File: src/pkg/rssd_consts.svh
`ifndef RSSD_CONSTS_SVH
`define RSSD_CONSTS_SVH
// register select codes on the remote read port
`define RSSD_SEL_OUT_LOW 2'h0
`define RSSD_SEL_OUT_HIGH 2'h1
`define RSSD_SEL_SPARE 2'h2
`define RSSD_SEL_INT_ERR 2'h3
// field positions in the output fault flags low register
`define RSSD_LOW_RELAY_LSB 2
`define RSSD_LOW_SIG_LSB 10
`define RSSD_LOW_RELAY9_BIT 15
// internal error flag positions
`define RSSD_IE_VOLT 0
`define RSSD_IE_BUSBUF 1
`define RSSD_IE_ORDER 2
`define RSSD_IE_CARD 3
`define RSSD_IE_PLCONF 4
`define RSSD_IE_ARCIO 5
`define RSSD_IE_ARCSENS 6
`define RSSD_IE_MEMCARD 7
`define RSSD_IE_ARCBI 8
`define RSSD_IE_LOWSUP 9
`define RSSD_IE_WIDTH 10
// link reset value, default timeouts and clock rate
`define RSSD_GROUP_LINK_RST 3'h2
`define RSSD_WDG_TIMEOUT_US 1000
`define RSSD_RESTART_US 500
`define RSSD_CLK_MHZ 20
`endif

File: src/pkg/rssd_pkg.sv
package rssd_pkg;
  typedef enum logic [1:0] {
    RSSD_RUN,
    RSSD_RESTART,
    RSSD_WAIT,
    RSSD_PERM
  } rssd_wdg_t;
  typedef logic [15:0] rssd_word_t;
  typedef logic [2:0] rssd_grp_t;
  // self-diagnostic event codes, arbitrary local encoding
  typedef enum logic [1:0] {
    RSSD_EV_NONE,
    RSSD_EV_FAULT_ON,
    RSSD_EV_FAULT_OFF
  } rssd_event_t;
endpackage
File: src/hdl/rssd_diag.sv
`timescale 1ns/100ps
`include "rssd_consts.svh"

// Overview of operation
// - watchdog checks controller heartbeat and tries a restart when it stalls
// - failed restart raises the permanent internal fault signal
// - permanent fault blocks all digital outputs and de-energizes service status
// - service status energized only with supply present and fully operational
// - permanent state drops service contact, lights service LED, shows panel fault
// - alarm sources offered to output matrix as one vector
// - each alarm assigned to one of three groups, each group linkable
// - default links only group two to the service status output
// - each group drives a configurable set of outputs via matrix
// - boot and runtime hardware and software checks feed the diagnostics
// - temporary inoperative state sets matrix signal and logs fault-on event
// - clearing temporary state logs a fault-off event
// - front panel reset command clears self-diagnostic state
// - four sixteen bit diagnostic registers readable by remote master
// - low output register: reserved 0-1, relays 1-8, signals 1-5, relay 9
// - high output register: relays 10 to 24 in bits 0 to 14
// - internal error bit 0 voltage fault, bit 1 bus buffer error
// - bit 2 order code, bit 3 option card, bit 4 logic config
// - bits 5-8 arc unit, arc sensor, memory card, arc input errors
// - bit 9 flags low auxiliary supply voltage
// - short fault code of the lowest set internal error bit reported with self-diagnostic events
// - unintended status lights service LED and shows status notification
module rssd_diag
  import rssd_pkg::*;
#(
  parameter int NUM_ALARMS = 8,
  parameter int NUM_OUT = 29,
  parameter int WDG_CYCLES =
    `RSSD_WDG_TIMEOUT_US * `RSSD_CLK_MHZ,
  parameter int RESTART_CYCLES =
    `RSSD_RESTART_US * `RSSD_CLK_MHZ
) (
  // clock and reset
  input wire logic mclk,
  input wire logic sys_rst,
  // controller supervision
  input wire logic heartbeat_pin,
  input wire logic restart_ok_pin,
  input wire logic aux_supply_ok_pin,
  output logic ctrl_restart,
  output logic perm_fault,
  // fault sources
  input wire logic [23:0] relay_fault_pin,
  input wire logic [4:0] sigout_fault_pin,
  input wire logic [`RSSD_IE_WIDTH-1:0] int_err_pin,
  input wire logic [NUM_ALARMS-1:0] alarm_src_pin,
  input wire logic temp_fault_pin,
  // configuration
  input wire logic [2*NUM_ALARMS-1:0] alarm_group_sel,
  input wire logic [2:0] group_link_sf,
  input wire logic group_link_load,
  input wire logic [3*NUM_OUT-1:0] group_out_map,
  input wire logic [NUM_OUT-1:0] out_request,
  input wire logic panel_reset,
  // outputs
  output logic service_status_output,
  output logic service_led,
  output logic panel_fault_msg,
  output logic [NUM_OUT-1:0] digital_out,
  output logic [2:0] alarm_groups,
  output rssd_event_t diag_event,
  output logic [4:0] diag_event_code,
  // remote read port
  input wire logic [1:0] rd_sel,
  input wire logic rd_req,
  output rssd_word_t rd_data,
  output logic rd_valid
);
  import rssd_pkg::*;

  initial begin
    if (NUM_ALARMS < 1 || NUM_ALARMS > 16 || NUM_OUT < 1 || WDG_CYCLES < 2
        || RESTART_CYCLES < 2) begin
      $error("rssd_diag: unsupported parameter values");
    end
  end

  //////////////////////////////////////////////////////////////////////////
  // pin synchronisers
  localparam int SW = 4 + 24 + 5 + `RSSD_IE_WIDTH + NUM_ALARMS;
  logic [SW-1:0] s1_q;
  logic [SW-1:0] s2_q;
  always_ff @(posedge mclk) begin
    if (sys_rst) begin
      s1_q <= '0;
      s2_q <= '0;
    end else begin
      s1_q <= {heartbeat_pin, restart_ok_pin, aux_supply_ok_pin,
               temp_fault_pin, relay_fault_pin, sigout_fault_pin,
               int_err_pin, alarm_src_pin};
      s2_q <= s1_q;
    end
  end
  logic hb_s, rok_s, aux_s, temp_s;
  logic [23:0] relay_s;
  logic [4:0] sig_s;
  logic [`RSSD_IE_WIDTH-1:0] ie_s;
  logic [NUM_ALARMS-1:0] alarm_s;
  assign {hb_s, rok_s, aux_s, temp_s, relay_s, sig_s, ie_s, alarm_s} = s2_q;

  //////////////////////////////////////////////////////////////////////////
  // watchdog
  rssd_wdg_t wdg_q;
  logic [31:0] wcnt_q;
  logic hb_prev_q;
  logic hb_edge;
  assign hb_edge = hb_s ^ hb_prev_q;
  always_ff @(posedge mclk) begin
    if (sys_rst) begin
      wdg_q <= RSSD_RUN;
      wcnt_q <= '0;
      hb_prev_q <= 1'b0;
    end else begin
      hb_prev_q <= hb_s;
      unique case (wdg_q)
        RSSD_RUN: begin
          if (hb_edge) begin
            wcnt_q <= '0;
          end else if (wcnt_q == 32'(WDG_CYCLES - 1)) begin
            wdg_q <= RSSD_RESTART;
            wcnt_q <= '0;
          end else begin
            wcnt_q <= wcnt_q + 32'h1;
          end
        end
        RSSD_RESTART: begin
          wdg_q <= RSSD_WAIT;
        end
        RSSD_WAIT: begin
          if (rok_s && hb_edge) begin
            wdg_q <= RSSD_RUN;
            wcnt_q <= '0;
          end else if (wcnt_q == 32'(RESTART_CYCLES - 1)) begin
            wdg_q <= RSSD_PERM;
          end else begin
            wcnt_q <= wcnt_q + 32'h1;
          end
        end
        RSSD_PERM: begin
          // only a system reset leaves the permanent state
          wdg_q <= RSSD_PERM;
        end
      endcase
    end
  end

  //////////////////////////////////////////////////////////////////////////
  // alarm grouping and configuration
  logic [2:0] link_q;
  always_ff @(posedge mclk) begin
    if (sys_rst) begin
      link_q <= `RSSD_GROUP_LINK_RST;
    end else if (group_link_load) begin
      link_q <= group_link_sf;
    end
  end

  logic [NUM_ALARMS-1:0] a_g1, a_g2, a_g3;
  genvar gi;
  generate
    for (gi = 0; gi < NUM_ALARMS; gi++) begin : g_alarm
      // code 0 leaves an alarm unassigned
      assign a_g1[gi] = alarm_s[gi] && alarm_group_sel[2*gi +: 2] == 2'h1;
      assign a_g2[gi] = alarm_s[gi] && alarm_group_sel[2*gi +: 2] == 2'h2;
      assign a_g3[gi] = alarm_s[gi] && alarm_group_sel[2*gi +: 2] == 2'h3;
    end
  endgenerate

  // fault flags hold until the source clears or the panel resets them
  rssd_word_t low_q, high_q, ie_q;
  logic [2:0] grp_q;
  logic temp_q;
  logic [2:0] grp_d;
  assign grp_d = {|a_g3 | (temp_s | temp_q), |a_g2 | (|ie_q), |a_g1};
  always_ff @(posedge mclk) begin
    if (sys_rst || panel_reset) begin
      grp_q <= '0;
    end else begin
      grp_q <= grp_d;
    end
  end

  //////////////////////////////////////////////////////////////////////////
  // temporary fault events
  always_ff @(posedge mclk) begin
    if (sys_rst) begin
      temp_q <= 1'b0;
      diag_event <= RSSD_EV_NONE;
      diag_event_code <= 5'h0;
    end else begin
      temp_q <= temp_s;
      diag_event <= RSSD_EV_NONE;
      if (temp_s && !temp_q) begin
        diag_event <= RSSD_EV_FAULT_ON;
        diag_event_code <= 5'h10 | 5'(first_ie(ie_s));
      end else if (!temp_s && temp_q) begin
        diag_event <= RSSD_EV_FAULT_OFF;
        diag_event_code <= 5'h10 | 5'(first_ie(ie_s));
      end
    end
  end

  function automatic logic [3:0] first_ie(logic [`RSSD_IE_WIDTH-1:0] v);
    logic [3:0] r;
    r = 4'hf;
    for (int i = `RSSD_IE_WIDTH - 1; i >= 0; i--) begin
      if (v[i]) begin
        r = 4'(i);
      end
    end
    return r;
  endfunction

  //////////////////////////////////////////////////////////////////////////
  // diagnostic registers
  rssd_word_t low_d, high_d, ie_d;
  always_comb begin
    low_d = '0;
    low_d[`RSSD_LOW_RELAY_LSB +: 8] = relay_s[7:0];
    low_d[`RSSD_LOW_SIG_LSB +: 5] = sig_s;
    low_d[`RSSD_LOW_RELAY9_BIT] = relay_s[8];
    high_d = '0;
    high_d[14:0] = relay_s[23:9];
    ie_d = '0;
    ie_d[`RSSD_IE_VOLT] = ie_s[`RSSD_IE_VOLT];
    ie_d[`RSSD_IE_BUSBUF] = ie_s[`RSSD_IE_BUSBUF];
    ie_d[`RSSD_IE_PLCONF:`RSSD_IE_ORDER] =
      ie_s[`RSSD_IE_PLCONF:`RSSD_IE_ORDER];
    ie_d[`RSSD_IE_ARCBI:`RSSD_IE_ARCIO] =
      ie_s[`RSSD_IE_ARCBI:`RSSD_IE_ARCIO];
    ie_d[`RSSD_IE_LOWSUP] = ie_s[`RSSD_IE_LOWSUP] | ~aux_s;
  end
  always_ff @(posedge mclk) begin
    if (sys_rst || panel_reset) begin
      low_q <= '0;
      high_q <= '0;
      ie_q <= '0;
    end else begin
      // a source still active sets its flag again in the cycle after the panel reset
      low_q <= low_d;
      high_q <= high_d;
      ie_q <= ie_d;
    end
  end

  always_ff @(posedge mclk) begin
    if (sys_rst) begin
      rd_data <= '0;
      rd_valid <= 1'b0;
    end else begin
      rd_valid <= rd_req;
      if (rd_req) begin
        unique case (rd_sel)
          `RSSD_SEL_OUT_LOW: rd_data <= low_q;
          `RSSD_SEL_OUT_HIGH: rd_data <= high_q;
          `RSSD_SEL_SPARE: rd_data <= '0;
          `RSSD_SEL_INT_ERR: rd_data <= ie_q;
        endcase
      end
    end
  end

  //////////////////////////////////////////////////////////////////////////
  // outputs
  logic perm;
  logic [NUM_OUT-1:0] matrix;
  assign perm = (wdg_q == RSSD_PERM);
  generate
    for (gi = 0; gi < NUM_OUT; gi++) begin : g_out
      assign matrix[gi] = |(group_out_map[3*gi +: 3] & grp_q);
    end
  endgenerate
  always_ff @(posedge mclk) begin
    if (sys_rst) begin
      service_status_output <= 1'b0;
      service_led <= 1'b0;
      panel_fault_msg <= 1'b0;
      digital_out <= '0;
      alarm_groups <= '0;
      ctrl_restart <= 1'b0;
      perm_fault <= 1'b0;
    end else begin
      ctrl_restart <= (wdg_q == RSSD_RESTART);
      perm_fault <= perm;
      alarm_groups <= grp_q;
      // de-energized on loss of supply or a linked alarm: fail-safe
      service_status_output <= aux_s && !perm && wdg_q == RSSD_RUN
                               && !(|(grp_q & link_q));
      service_led <= perm || (|grp_q);
      panel_fault_msg <= perm || (|grp_q);
      digital_out <= perm ? '0 : (out_request | matrix);
    end
  end
endmodule

File: config.mk
export PLATFORM = sky130hd
export DESIGN_NAME = rssd_diag
export DESIGN_NICKNAME = d
export VERILOG_FILES = /design/src/pkg/rssd_pkg.sv /design/src/hdl/rssd_diag.sv
export VERILOG_INCLUDE_DIRS = /design/src /design/src/pkg
export SDC_FILE = /design/constraint.sdc
export NUM_CORES = 1
export LEC_CHECK = 0
export ABC_AREA = 1
export BUFFER_PORTS_ARGS = -buffer_cell sky130_fd_sc_hd__buf_2
export CORE_MARGIN = 1.5
export CORE_UTILIZATION = 47
export CTS_BUF_LIST = sky130_fd_sc_hd__clkbuf_8 sky130_fd_sc_hd__clkbuf_16
export CTS_CLUSTER_DIAMETER = 120
export DETAILED_ROUTE_END_ITERATION = 16
export PLACE_DENSITY = 0.81
export SYNTH_ARGS = -nofsm -noshare
export SYNTH_HDL_FRONTEND = slang
export SYNTH_SLANG_ARGS = --single-unit
File: constraint.sdc
create_clock -name mclk -period 1.4 [get_ports mclk]
set_input_delay 0.14 -clock mclk [delete_from_list [all_inputs] [get_ports mclk]]
set_output_delay 0.14 -clock mclk [all_outputs]
set_load 0.02 [all_outputs]
## Word-level counts from Yosys, hierarchy flattened

Index checks and enable logic that the tools add are counted.
Widths: inputs -> output; s select.

- Register bits after elaboration: 252
- Bits of input ports: 193
- Output and inout bits: 61
- Word-level logic and storage cells: 203

- Add/subtract/negate cells: 1
- Eq/ne operators: 36
- Multiplexer cells: 25
- Bitwise gates (word level): 37
- Reductions and logical operators: 79

Operators by type and width:

| kind | count |
|---|---|
| $mux 32 | 4 |
| $reduce_or 3->1 | 31 |
| $and 3x3->3 | 30 |
| $pmux 16 s4 | 1 |
| $pmux 32 s2 | 1 |
| $eq 2x2->1 const B | 20 |
| $mux 4 | 9 |
| $add 32x1->32 const B | 1 |
| $eq 32x14->1 const B | 1 |
| $eq 32x15->1 const B | 1 |
| $logic_and 1x1->1 | 30 |
| $or 29x29->29 | 1 |
| $reduce_or 8->1 | 3 |
| $eq 2x1->1 const B | 10 |
| $reduce_or 16->1 | 1 |
| $mux 2 | 5 |
| $mux 5 | 2 |
| $pmux 2 s4 | 1 |
| $ne 3x3->1 const B | 2 |
| $logic_not 1->1 | 4 |
| $logic_not 2->1 | 2 |
| $ne 2x2->1 const B | 2 |
| $or 1x1->1 | 4 |
| $reduce_bool 2->1 | 2 |
| 8 further kinds | 10 |

## Logic depth before layout (Yosys ltp)

Gate-level depths: netlist of the first run.

- Depth after elaboration: 12
- Gate-level depth with buffers: 13

## Least setup slack after synthesis of the first run

Ideal clock, no wire load.

- Path kind: register to register
- Start point: register wcnt_q[0]
- End point: register wcnt_q[31]
- Setup time: 0.110 ns
- Arrival time: 1.462 ns
- Slack: -0.172 ns
- Cell stages (with the launch flop): 14
- Buffers on the path: 1
- Path through: dfxtp_1 -> ha_1 -> nand2_1 -> inv_1 -> nand2_1 -> nor2_1 -> nand2_1 -> nor2_4 -> nor2_1 -> nor2_1 -> nand2_2 -> buf_6 -> nand3_2 -> nor2_1

- Longest elaborated chain between the ends: 4
- Elaborated cells between the ends (all ways): 10
- Classes of those cells: add/sub: 1; eq/ne: 3; mux: 5; reduce/logical: 1

Ends and longest elaborated chain:

| what | RTL line | RTL |
|---|---|---|
| start: declaration | rssd_diag.sv:108 | `logic [31:0] wcnt_q;` |
| start signal: assignment | rssd_diag.sv:127 | `wcnt_q <= wcnt_q + 32'h1;` |
| start signal: assignment | rssd_diag.sv:140 | `wcnt_q <= wcnt_q + 32'h1;` |
| $add 32x1->32 or $eq 32x15->1 (tied branches) | rssd_diag.sv:127, rssd_diag.sv:140, rssd_diag.sv:123 |  |
| $mux 32, on equally long branches | rssd_diag.sv:137, rssd_diag.sv:123 |  |
| $mux 32, on equally long branches | rssd_diag.sv:134, rssd_diag.sv:121 |  |
| $pmux 32 s2 | rssd_diag.sv:119 | `unique case (wdg_q)` |

Several ways; a longest one is shown, not always the timed one. The select of a mux whose other input is x is not followed.
A chain may end at the register's enable or synchronous reset.

## Final worst setup path of the first run

- Start point: register wcnt_q[3]
- End point: register wcnt_q[15]

Same word-level chain as after synthesis.

==> metrics.md, run 1 <==
| Metric | Value |
|---|---|
| Post-synthesis cell area | `around 0.0095 mm^2` |
| Max Cap Viol | `0` |
| CTS H-Tree Depth | `1` |
| Final hold violations | `0` |
| Initial antenna violation count | `0` |
| Switching power total | `~4100 uW` |
| Register share of total power | `43.7%` |
| EDFF count, synth | `0` |
| Sw Ratio | `24.6%` |
| Largest net degree at the start of global routing | `65` |
| Crit-path most repeated cell | `nand2_1` |
| Power share of the clock group | `43.8%` |
| Relative slew margins | `a little under three fifths` |
| Die Y-Extent | `approximately 140 um` |
| Synth area leaders | `dfxtp_1, nand2_1, nor2_1` |
| Top Ports | `around 250` |
| Synth Register Bits | `approximately 240` |
| Layout cells sized above 1 | `about 28%` |
| Final setup viols | `33` |
| CP peak stage delay | `roughly 0.40 ns` |
| Worst Max-Slew Pin Slew | `around 0.64 ns` |
| Syn_nets | `~1500` |
| PortBufs | `253` |
| CTS tree | `done` |
| P_leak | `a little over 0.007 uW` |
| Worst hold start | `out_request[6]` |
| Max IR drop VDD | `0.00120 V` |
| Worst Hold End | `digital_out[6]$_SDFF_PP0_` |
| Count leader, synth | `nand2_1` |
| Crit path time final | `between 1.5 and 2 ns` |
| Vias per inst | `between 5 and 6` |
| # diodes | `0` |
| Grt ovf | `0` |
| Critical path class | `register to register` |
| DR vias | `~11000` |
| Fill count | `roughly 1300` |
| Design Power | `roughly 17000 uW` |
| DP Cell Count | `1861` |
| PnR worst setup slack | `-0.364 ns` |
| Layout area overhead | `59.2%` |
| GRT Overall Usage | `roughly a third` |
| DR DRC count | `0` |
| Die W | `about 140 um` |
| CP Capture Type | `register` |
| Gpl congestion | `~0.9` |
| Synth top area share | `51.4%` |
| Count of cell types in the netlist | `44` |
| WP data required | `between 1.5 and 2 ns` |
| RSZ-0062 raised after global routing | `yes` |
| TritonCTS Buffers | `25` |
| Post-DR wirelength/cell | `approximately 17 um` |
| CP Launch Type | `register` |
| Area leader, netlist | `dfxtp_1` |
| CP max FO | `5` |
| Failing checks | `setup timing` |
| Period utilization | `126%` |
| Wirelength, routed | `roughly 36000 um` |
| Core Region | `approximately 0.020 mm^2` |
| Layout Cells excl Fill | `between 2000 and 2500` |
| Initial Utilization | `roughly 48%` |
| R2R Path Start | `wcnt_q[3]$_SDFFE_PP0P_` |
| Primary FF master, synth | `dfxtp_1` |
| Cells after synthesis | `approximately 1300` |
| Crit path cell chain | `nand2_1 > inv_1 > nand2_2 > nor2_1 > nand2_1 > nor2_4 > nor2_2 > nor2_4 > nand2_8 > clkbuf_16 > nand2_1 > nor2_1` |
| Commonest cells in the netlist | `nand2_1, dfxtp_1, nor2_1` |
| Final net count | `approximately 2000` |
| Remaining antenna violation count | `0` |
| Power share of the combinational group | `between 10% and 20%` |
| Die area | `roughly 0.021 mm^2` |
| CP max stage cell | `dfxtp_1` |
| Dpl hpwl | `about 19000 um` |
| WP data arrival | `between 2 and 2.5 ns` |
| Root buffer cell | `clkbuf_16` |
| Clock tree sinks | `roughly 240` |
| First-pass GRT wire length | `between 50000 and 60000 um` |
| Post-synthesis sequential area ratio | `51.4%` |
| Hold path depth | `3` |
| CTS Buffer Depth | `3` |
| Pre-Repair DR Iteration Count | `6` |
| Syn_area_per_cell | `7.35 um^2` |
| Pins Over Slew Limit | `0` |
| PD cells | `1120 mW/mm^2` |
| Worst Hold Class | `input port to register` |
| Initial DRC Count | `733` |
| Int Pwr | `between 10000 and 15000 uW` |
| Worst-path clk slew | `approximately 0.070 ns` |
| Fmax achieved | `between 500 and 600 MHz` |
| Clk_skew | `between 0.015 and 0.02 ns` |
| Run status | `finished, violations left` |
| Ys async rst share | `0%` |
| Yosys Warn Count | `0` |
| Worst r2r dst | `wcnt_q[15]$_SDFFE_PP0P_` |
| Worst R2R Path Depth | `12` |
| Row count | `between 50 and 60` |
| Clock Latency Late Sink | `0.54 ns` |
| Vias in the first global route | `between 10000 and 15000` |
| Flop2flop setup slack | `-0.36 ns` |
-- metrics by stage --
stage,setup slack [ns],setup TNS (ns),util (%),instance area [um^2],hold slack [ns]
2_1_floorplan,-0.107,-2.07,-,9490,0.247
3_3_place_gp,-0.239,-5.74,59.9,11700,0.337
3_5_place_dp,-0.308,-7.48,59.9,11700,0.345
4_1_cts,-0.267,-7.12,75.1,14700,0.00119
5_1_grt,-0.426,-12.55,76.9,15100,0.0305
6_report,-0.364,-9.90,76.9,15100,0.0344
-- how the worst max path moves through the flow --
| stage | start | endpoint | slack [ns] | cells past startpoint |
|---|---|---|---|---|
| final | wcnt_q[3]$_SDFFE_PP0P_ | wcnt_q[15]$_SDFFE_PP0P_ | -0.36 | 12 |
| after global placement | wcnt_q[1]$_SDFFE_PP0P_ | wcnt_q[0]$_SDFFE_PP0P_ | -0.24 | 11 |
| after floorplan | wcnt_q[1]$_SDFFE_PP0P_ | wcnt_q[31]$_SDFFE_PP0P_ | -0.11 | 13 |
| after global routing | wcnt_q[3]$_SDFFE_PP0P_ | wcnt_q[15]$_SDFFE_PP0P_ | -0.43 | 12 |
| after detailed placement | wcnt_q[1]$_SDFFE_PP0P_ | wcnt_q[0]$_SDFFE_PP0P_ | -0.31 | 11 |
| after CTS | wcnt_q[1]$_SDFFE_PP0P_ | wcnt_q[9]$_SDFFE_PP0P_ | -0.27 | 12 |
-- state kept, by name, indices dropped and copies added (netlist names), 2 cells and up --
name,count
link_q,3
low_q,14
digital_out,29
alarm_groups,3
wdg_q,2
high_q,15
s2_q,51
diag_event_code,5
wcnt_q,32
grp_q,3
diag_event,2
s1_q,51
ie_q,10
rd_data,16
-- cells in the final DEF, fill, tap and decap left out, types with 3 or more instances in the layout --
master / n
bufinv_16: 6
clkbuf_16: 27
buf_2: 252
o21ai_0: 24
nor2_1: 227
nor2_4: 7
nand3_1: 56
nor3_2: 3
o21bai_1: 6
a31o_2: 4
nand2_8: 3
nand3_2: 9
nand2_1: 227
buf_4: 105
dlygate4sd3_1: 190
nand4_1: 20
a21oi_2: 9
inv_2: 7
clkinvlp_4: 3
dfxtp_1: 238
buf_12: 9
a31oi_1: 40
nor2_2: 11
dfxtp_2: 5
inv_1: 228
clkinv_2: 4
nor3_1: 8
nand2_2: 13
a21oi_1: 46
o211ai_1: 4
nand2_4: 9
buf_6: 3
-- critical path, delay by kind of cell, from the launching register on --
kind                   cells  cell delay [ns]
buffers and inverters      2             0.29
AND/OR/NAND/NOR           10             0.97
flip-flops                 1             0.40
-- cell families after synthesis --
| kind of cell | Yosys count | synth area share (%) |
|---|---|---|
| flip-flops | 243 | 51.4 |
| AO/OA/AOI/OAI | 149 | 9.37 |
| AND/OR/NAND/NOR | 605 | 26.7 |
| buffers and inverters | 286 | 12.0 |
| adder cells (fa/ha/maj) | 4 | 0.529 |
-- layer usage --
layer / global-route usage (%) / wire (um) / share of wire [%]
met4: 20.4 / 2350 / 6.6
met2: 56.5 / 17400 / 49
met5: 0 / 0 / 0
met3: 7.50 / 3170 / 8.9
met1: 33.7 / 12800 / 36
-- power by group through the flow --
| stage | Sequential [uW] | Clock (uW) | Combinational (uW) |
|---|---|---|---|
| 3_3_place_gp | 7480 | 0 | 1410 |
| 2_1_floorplan | 7600 | 0 | 641 |
| 5_1_grt | 7380 | 7730 | 2250 |
| 6_report | 7360 | 7380 | 2100 |
| 3_5_place_dp | 7490 | 0 | 1450 |
| 4_1_cts | 7340 | 7440 | 1890 |
-- area by class of cell --
| class | instances | area (um^2) | area share, % |
|---|---|---|---|
| sequential | 243 | 4870 | 32.3 |
| timing repair buffer | 562 | 4230 | 28.1 |
| multi-input combinational | 758 | 3810 | 25.3 |
| inverter | 236 | 892 | 5.92 |
| clock buffer | 26 | 639 | 4.25 |
| tap | 265 | 332 | 2.20 |
| clock inverter | 20 | 282 | 1.87 |
-- what timing repair did --
item	4_1_cts	5_1_grt
gates cloned	0	2
gates resized for setup	33	63
pin swaps	10	23
endpoints found under the hold margin	95	1
buffers inserted	4	7
hold buffers	190	1
setup endpoints to repair	35	39
(Power assumes the default switching activity.)
==> run 2, diff against run 1 <==
==> constraint.sdc (replaced) <==
create_clock -name mclk -period 1.5 [get_ports mclk]
set_input_delay 0.15 -clock mclk [delete_from_list [all_inputs] [get_ports mclk]]
set_output_delay 0.15 -clock mclk [all_outputs]
set_load 0.02 [all_outputs]
==> metrics.md, run 2 (synthesis results as in run 1) <==
| Metric | Value |
|---|---|
| CP Capture Type | `register` |
| Cell area after layout | `roughly 0.014 mm^2` |
| CP Launch Type | `register` |
| Pre-Repair DR Iteration Count | `6` |
| Row count | `51` |
| Worst hold start | `group_out_map[78]` |
| Post-DR wirelength/cell | `about 16 um` |
| Clock tree sinks | `243` |
| Vias per inst | `slightly below 5` |
| Crit-path most repeated cell | `nand2_2` |
| Layout cells sized above 1 | `roughly 26%` |
| Final net count | `around 2000` |
| Worst r2r dst | `wcnt_q[11]$_SDFFE_PP0P_` |
| GR Util met2 | `a little over half` |
| Initial DRC Count | `666` |
| Vias in the first global route | `about 10000` |
| CP max stage cell | `dfxtp_2` |
| Worst R2R Path Depth | `13` |
| Top flop regs | `s1_q (51), s2_q (51), wcnt_q (32)` |
| GRT Overall Usage | `30.1%` |
| Initial Utilization | `roughly half` |
| Gr busiest metal | `met2` |
| Final hold violations | `1` |
| Die area | `~0.021 mm^2` |
| Top delay family on crit path | `simple AND/OR/NAND/NOR gates` |
| Period utilization | `114%` |
| Relative slew margins | `55.4%` |
| P_leak | `approximately 0.0069 uW` |
| Area post-placement | `roughly 0.012 mm^2` |
| CP max FO | `10` |
| Wirelength, routed | `~34000 um` |
| Grt ovf | `0` |
| CP peak stage delay | `roughly 0.35 ns` |
| PnR worst setup slack | `-0.216 ns` |
| Core Region | `0.0196 mm^2` |
| Clk_skew | `slightly below 0.007 ns` |
| Die W | `approximately 140 um` |
| Root buffer cell | `clkbuf_16` |
| Worst Max-Slew Pin Slew | `0.669 ns` |
| Run status | `finished, violations left` |
| Max Cap Viol | `0` |
| RSZ-0062 raised after global routing | `yes` |
| First-pass GRT wire length | `between 40000 and 50000 um` |
| Dpl hpwl | `18800 um` |
| Largest net degree at the start of global routing | `69` |
| Initial antenna violation count | `1` |
| Top Ports | `254` |
| CTS Buffer Depth | `3` |
| DR DRC count | `0` |
| Worst Hold End | `digital_out[26]$_SDFF_PP0_` |
| Worst hold margin | `-0.0233 ns` |
| Crit path cell chain | `ha_4 > nand2_2 > inv_2 > nand2_2 > nor2_2 > nand2_2 > nor2_4 > nor2_1 > nor2_2 > nand2_4 > buf_12 > nand2_1 > nor2_1` |
| Failing checks | `hold timing, setup timing` |
| Fin util | `74.0%` |
| Flop2flop setup slack | `-0.22 ns` |
| Most frequent cells in the layout | `buf_2, nand2_1, dfxtp_1` |
| Max IR drop VDD | `roughly 0.0011 V` |
| CTS tree | `done` |
| WP data arrival | `2.13 ns` |
| Hold path depth | `3` |
| DR vias | `10200` |
| Die Y-Extent | `145 um` |
| Worst-path clk slew | `0.06 ns` |
| CTS H-Tree Depth | `1` |
| Final setup viols | `33` |
| WP data required | `approximately 1.9 ns` |
| Most common cell after layout, fill and taps aside | `buf_2` |
| Grt met1 use | `31.4%` |
| Met3 Use GR | `around 8.8%` |
| Layout area overhead | `53.3%` |
| Critical path class | `register to register` |
| Crit path time final | `approximately 1.7 ns` |
| PD cells | `around 1000 mW/mm^2` |
| PortBufs | `~250` |
| Clock Latency Late Sink | `about 0.53 ns` |
| TritonCTS Buffers | `25` |
| Remaining antenna violation count | `0` |
| Gpl congestion | `0.913` |
| Worst Hold Class | `input port to register` |
| R2R Path Start | `wcnt_q[1]$_SDFFE_PP0P_` |
| Setup TNS | `-5.36 ns` |
| Fmax achieved | `between 500 and 600 MHz` |
| Pins Over Slew Limit | `0` |
| Worst path buffer plus inverter count | `2` |
[run 2: changes by cell type in the layout (fill, tap and decap cells not counted), sizes merged]
cell / delta
buf: -23
bufinv: -3
clkbuf: +5
clkinv: -1
clkinvlp: -3
diode: +1
dlygate4sd3: -15
inv: -1
[run 2: what timing repair did]
item,in CTS,in global routing
pin swaps,4,11
setup endpoints to repair,32,45
hold endpoints to repair,88,0
cloned,0,2
buffers inserted,5,7
resized for setup,22,36
hold buffers,176,0
[run 2: cell type report]
type | count | area, um^2
Antenna cell | 1 | 2.50
Clock buffer | 31 | 708
Clock inverter | 12 | 149
Fill cell | 1333 | 5090
Inverter | 236 | 886
Multi-Input combinational cell | 758 | 3640
Sequential cell | 243 | 4880
Tap cell | 265 | 332
Timing Repair Buffer | 524 | 3900
[run 2: tightest hold or removal path, cell delays in order]
cell and delay (ns):
buf_2 0.08, a21oi_1 0.09, a31oi_1 0.14
[run 2: layer usage]
metal | share of wire [%] | routed length (um)
met5 | 0 | 0
met4 | 6.3 | 2130
met3 | 9.1 | 3070
met2 | 47 | 15900
met1 | 37 | 12500
[run 2: worst max path at each step]
| stage | startpoint | to | slack, ns | cells after the start |
|---|---|---|---|---|
| finish | wcnt_q[1]$_SDFFE_PP0P_ | wcnt_q[11]$_SDFFE_PP0P_ | -0.22 | 13 |
| global route | wcnt_q[1]$_SDFFE_PP0P_ | wcnt_q[9]$_SDFFE_PP0P_ | -0.31 | 13 |
| CTS | wcnt_q[1]$_SDFFE_PP0P_ | wcnt_q[21]$_SDFFE_PP0P_ | -0.14 | 14 |
| detailed placement | wcnt_q[1]$_SDFFE_PP0P_ | wcnt_q[0]$_SDFFE_PP0P_ | -0.17 | 11 |
| global placement | wcnt_q[12]$_SDFFE_PP0P_ | wcnt_q[27]$_SDFFE_PP0P_ | -0.11 | 10 |
| floorplan | wcnt_q[1]$_SDFFE_PP0P_ | wcnt_q[31]$_SDFFE_PP0P_ | -0.007 | 13 |
[run 2: power breakdown]
part	switching, uW	internal [uW]	total [uW]
sequential	141	6730	6870
clock	2540	3850	6390
combinational	973	898	1870
[run 2: per-stage QoR]
step	total power, uW	setup WS (ns)	cells
finish	15100	-0.216	2070
floorplan	7690	-0.00699	1287
detailed placement	8340	-0.167	1838
global placement	8310	-0.106	1838
CTS	15000	-0.137	2062
global route	15700	-0.314	2070
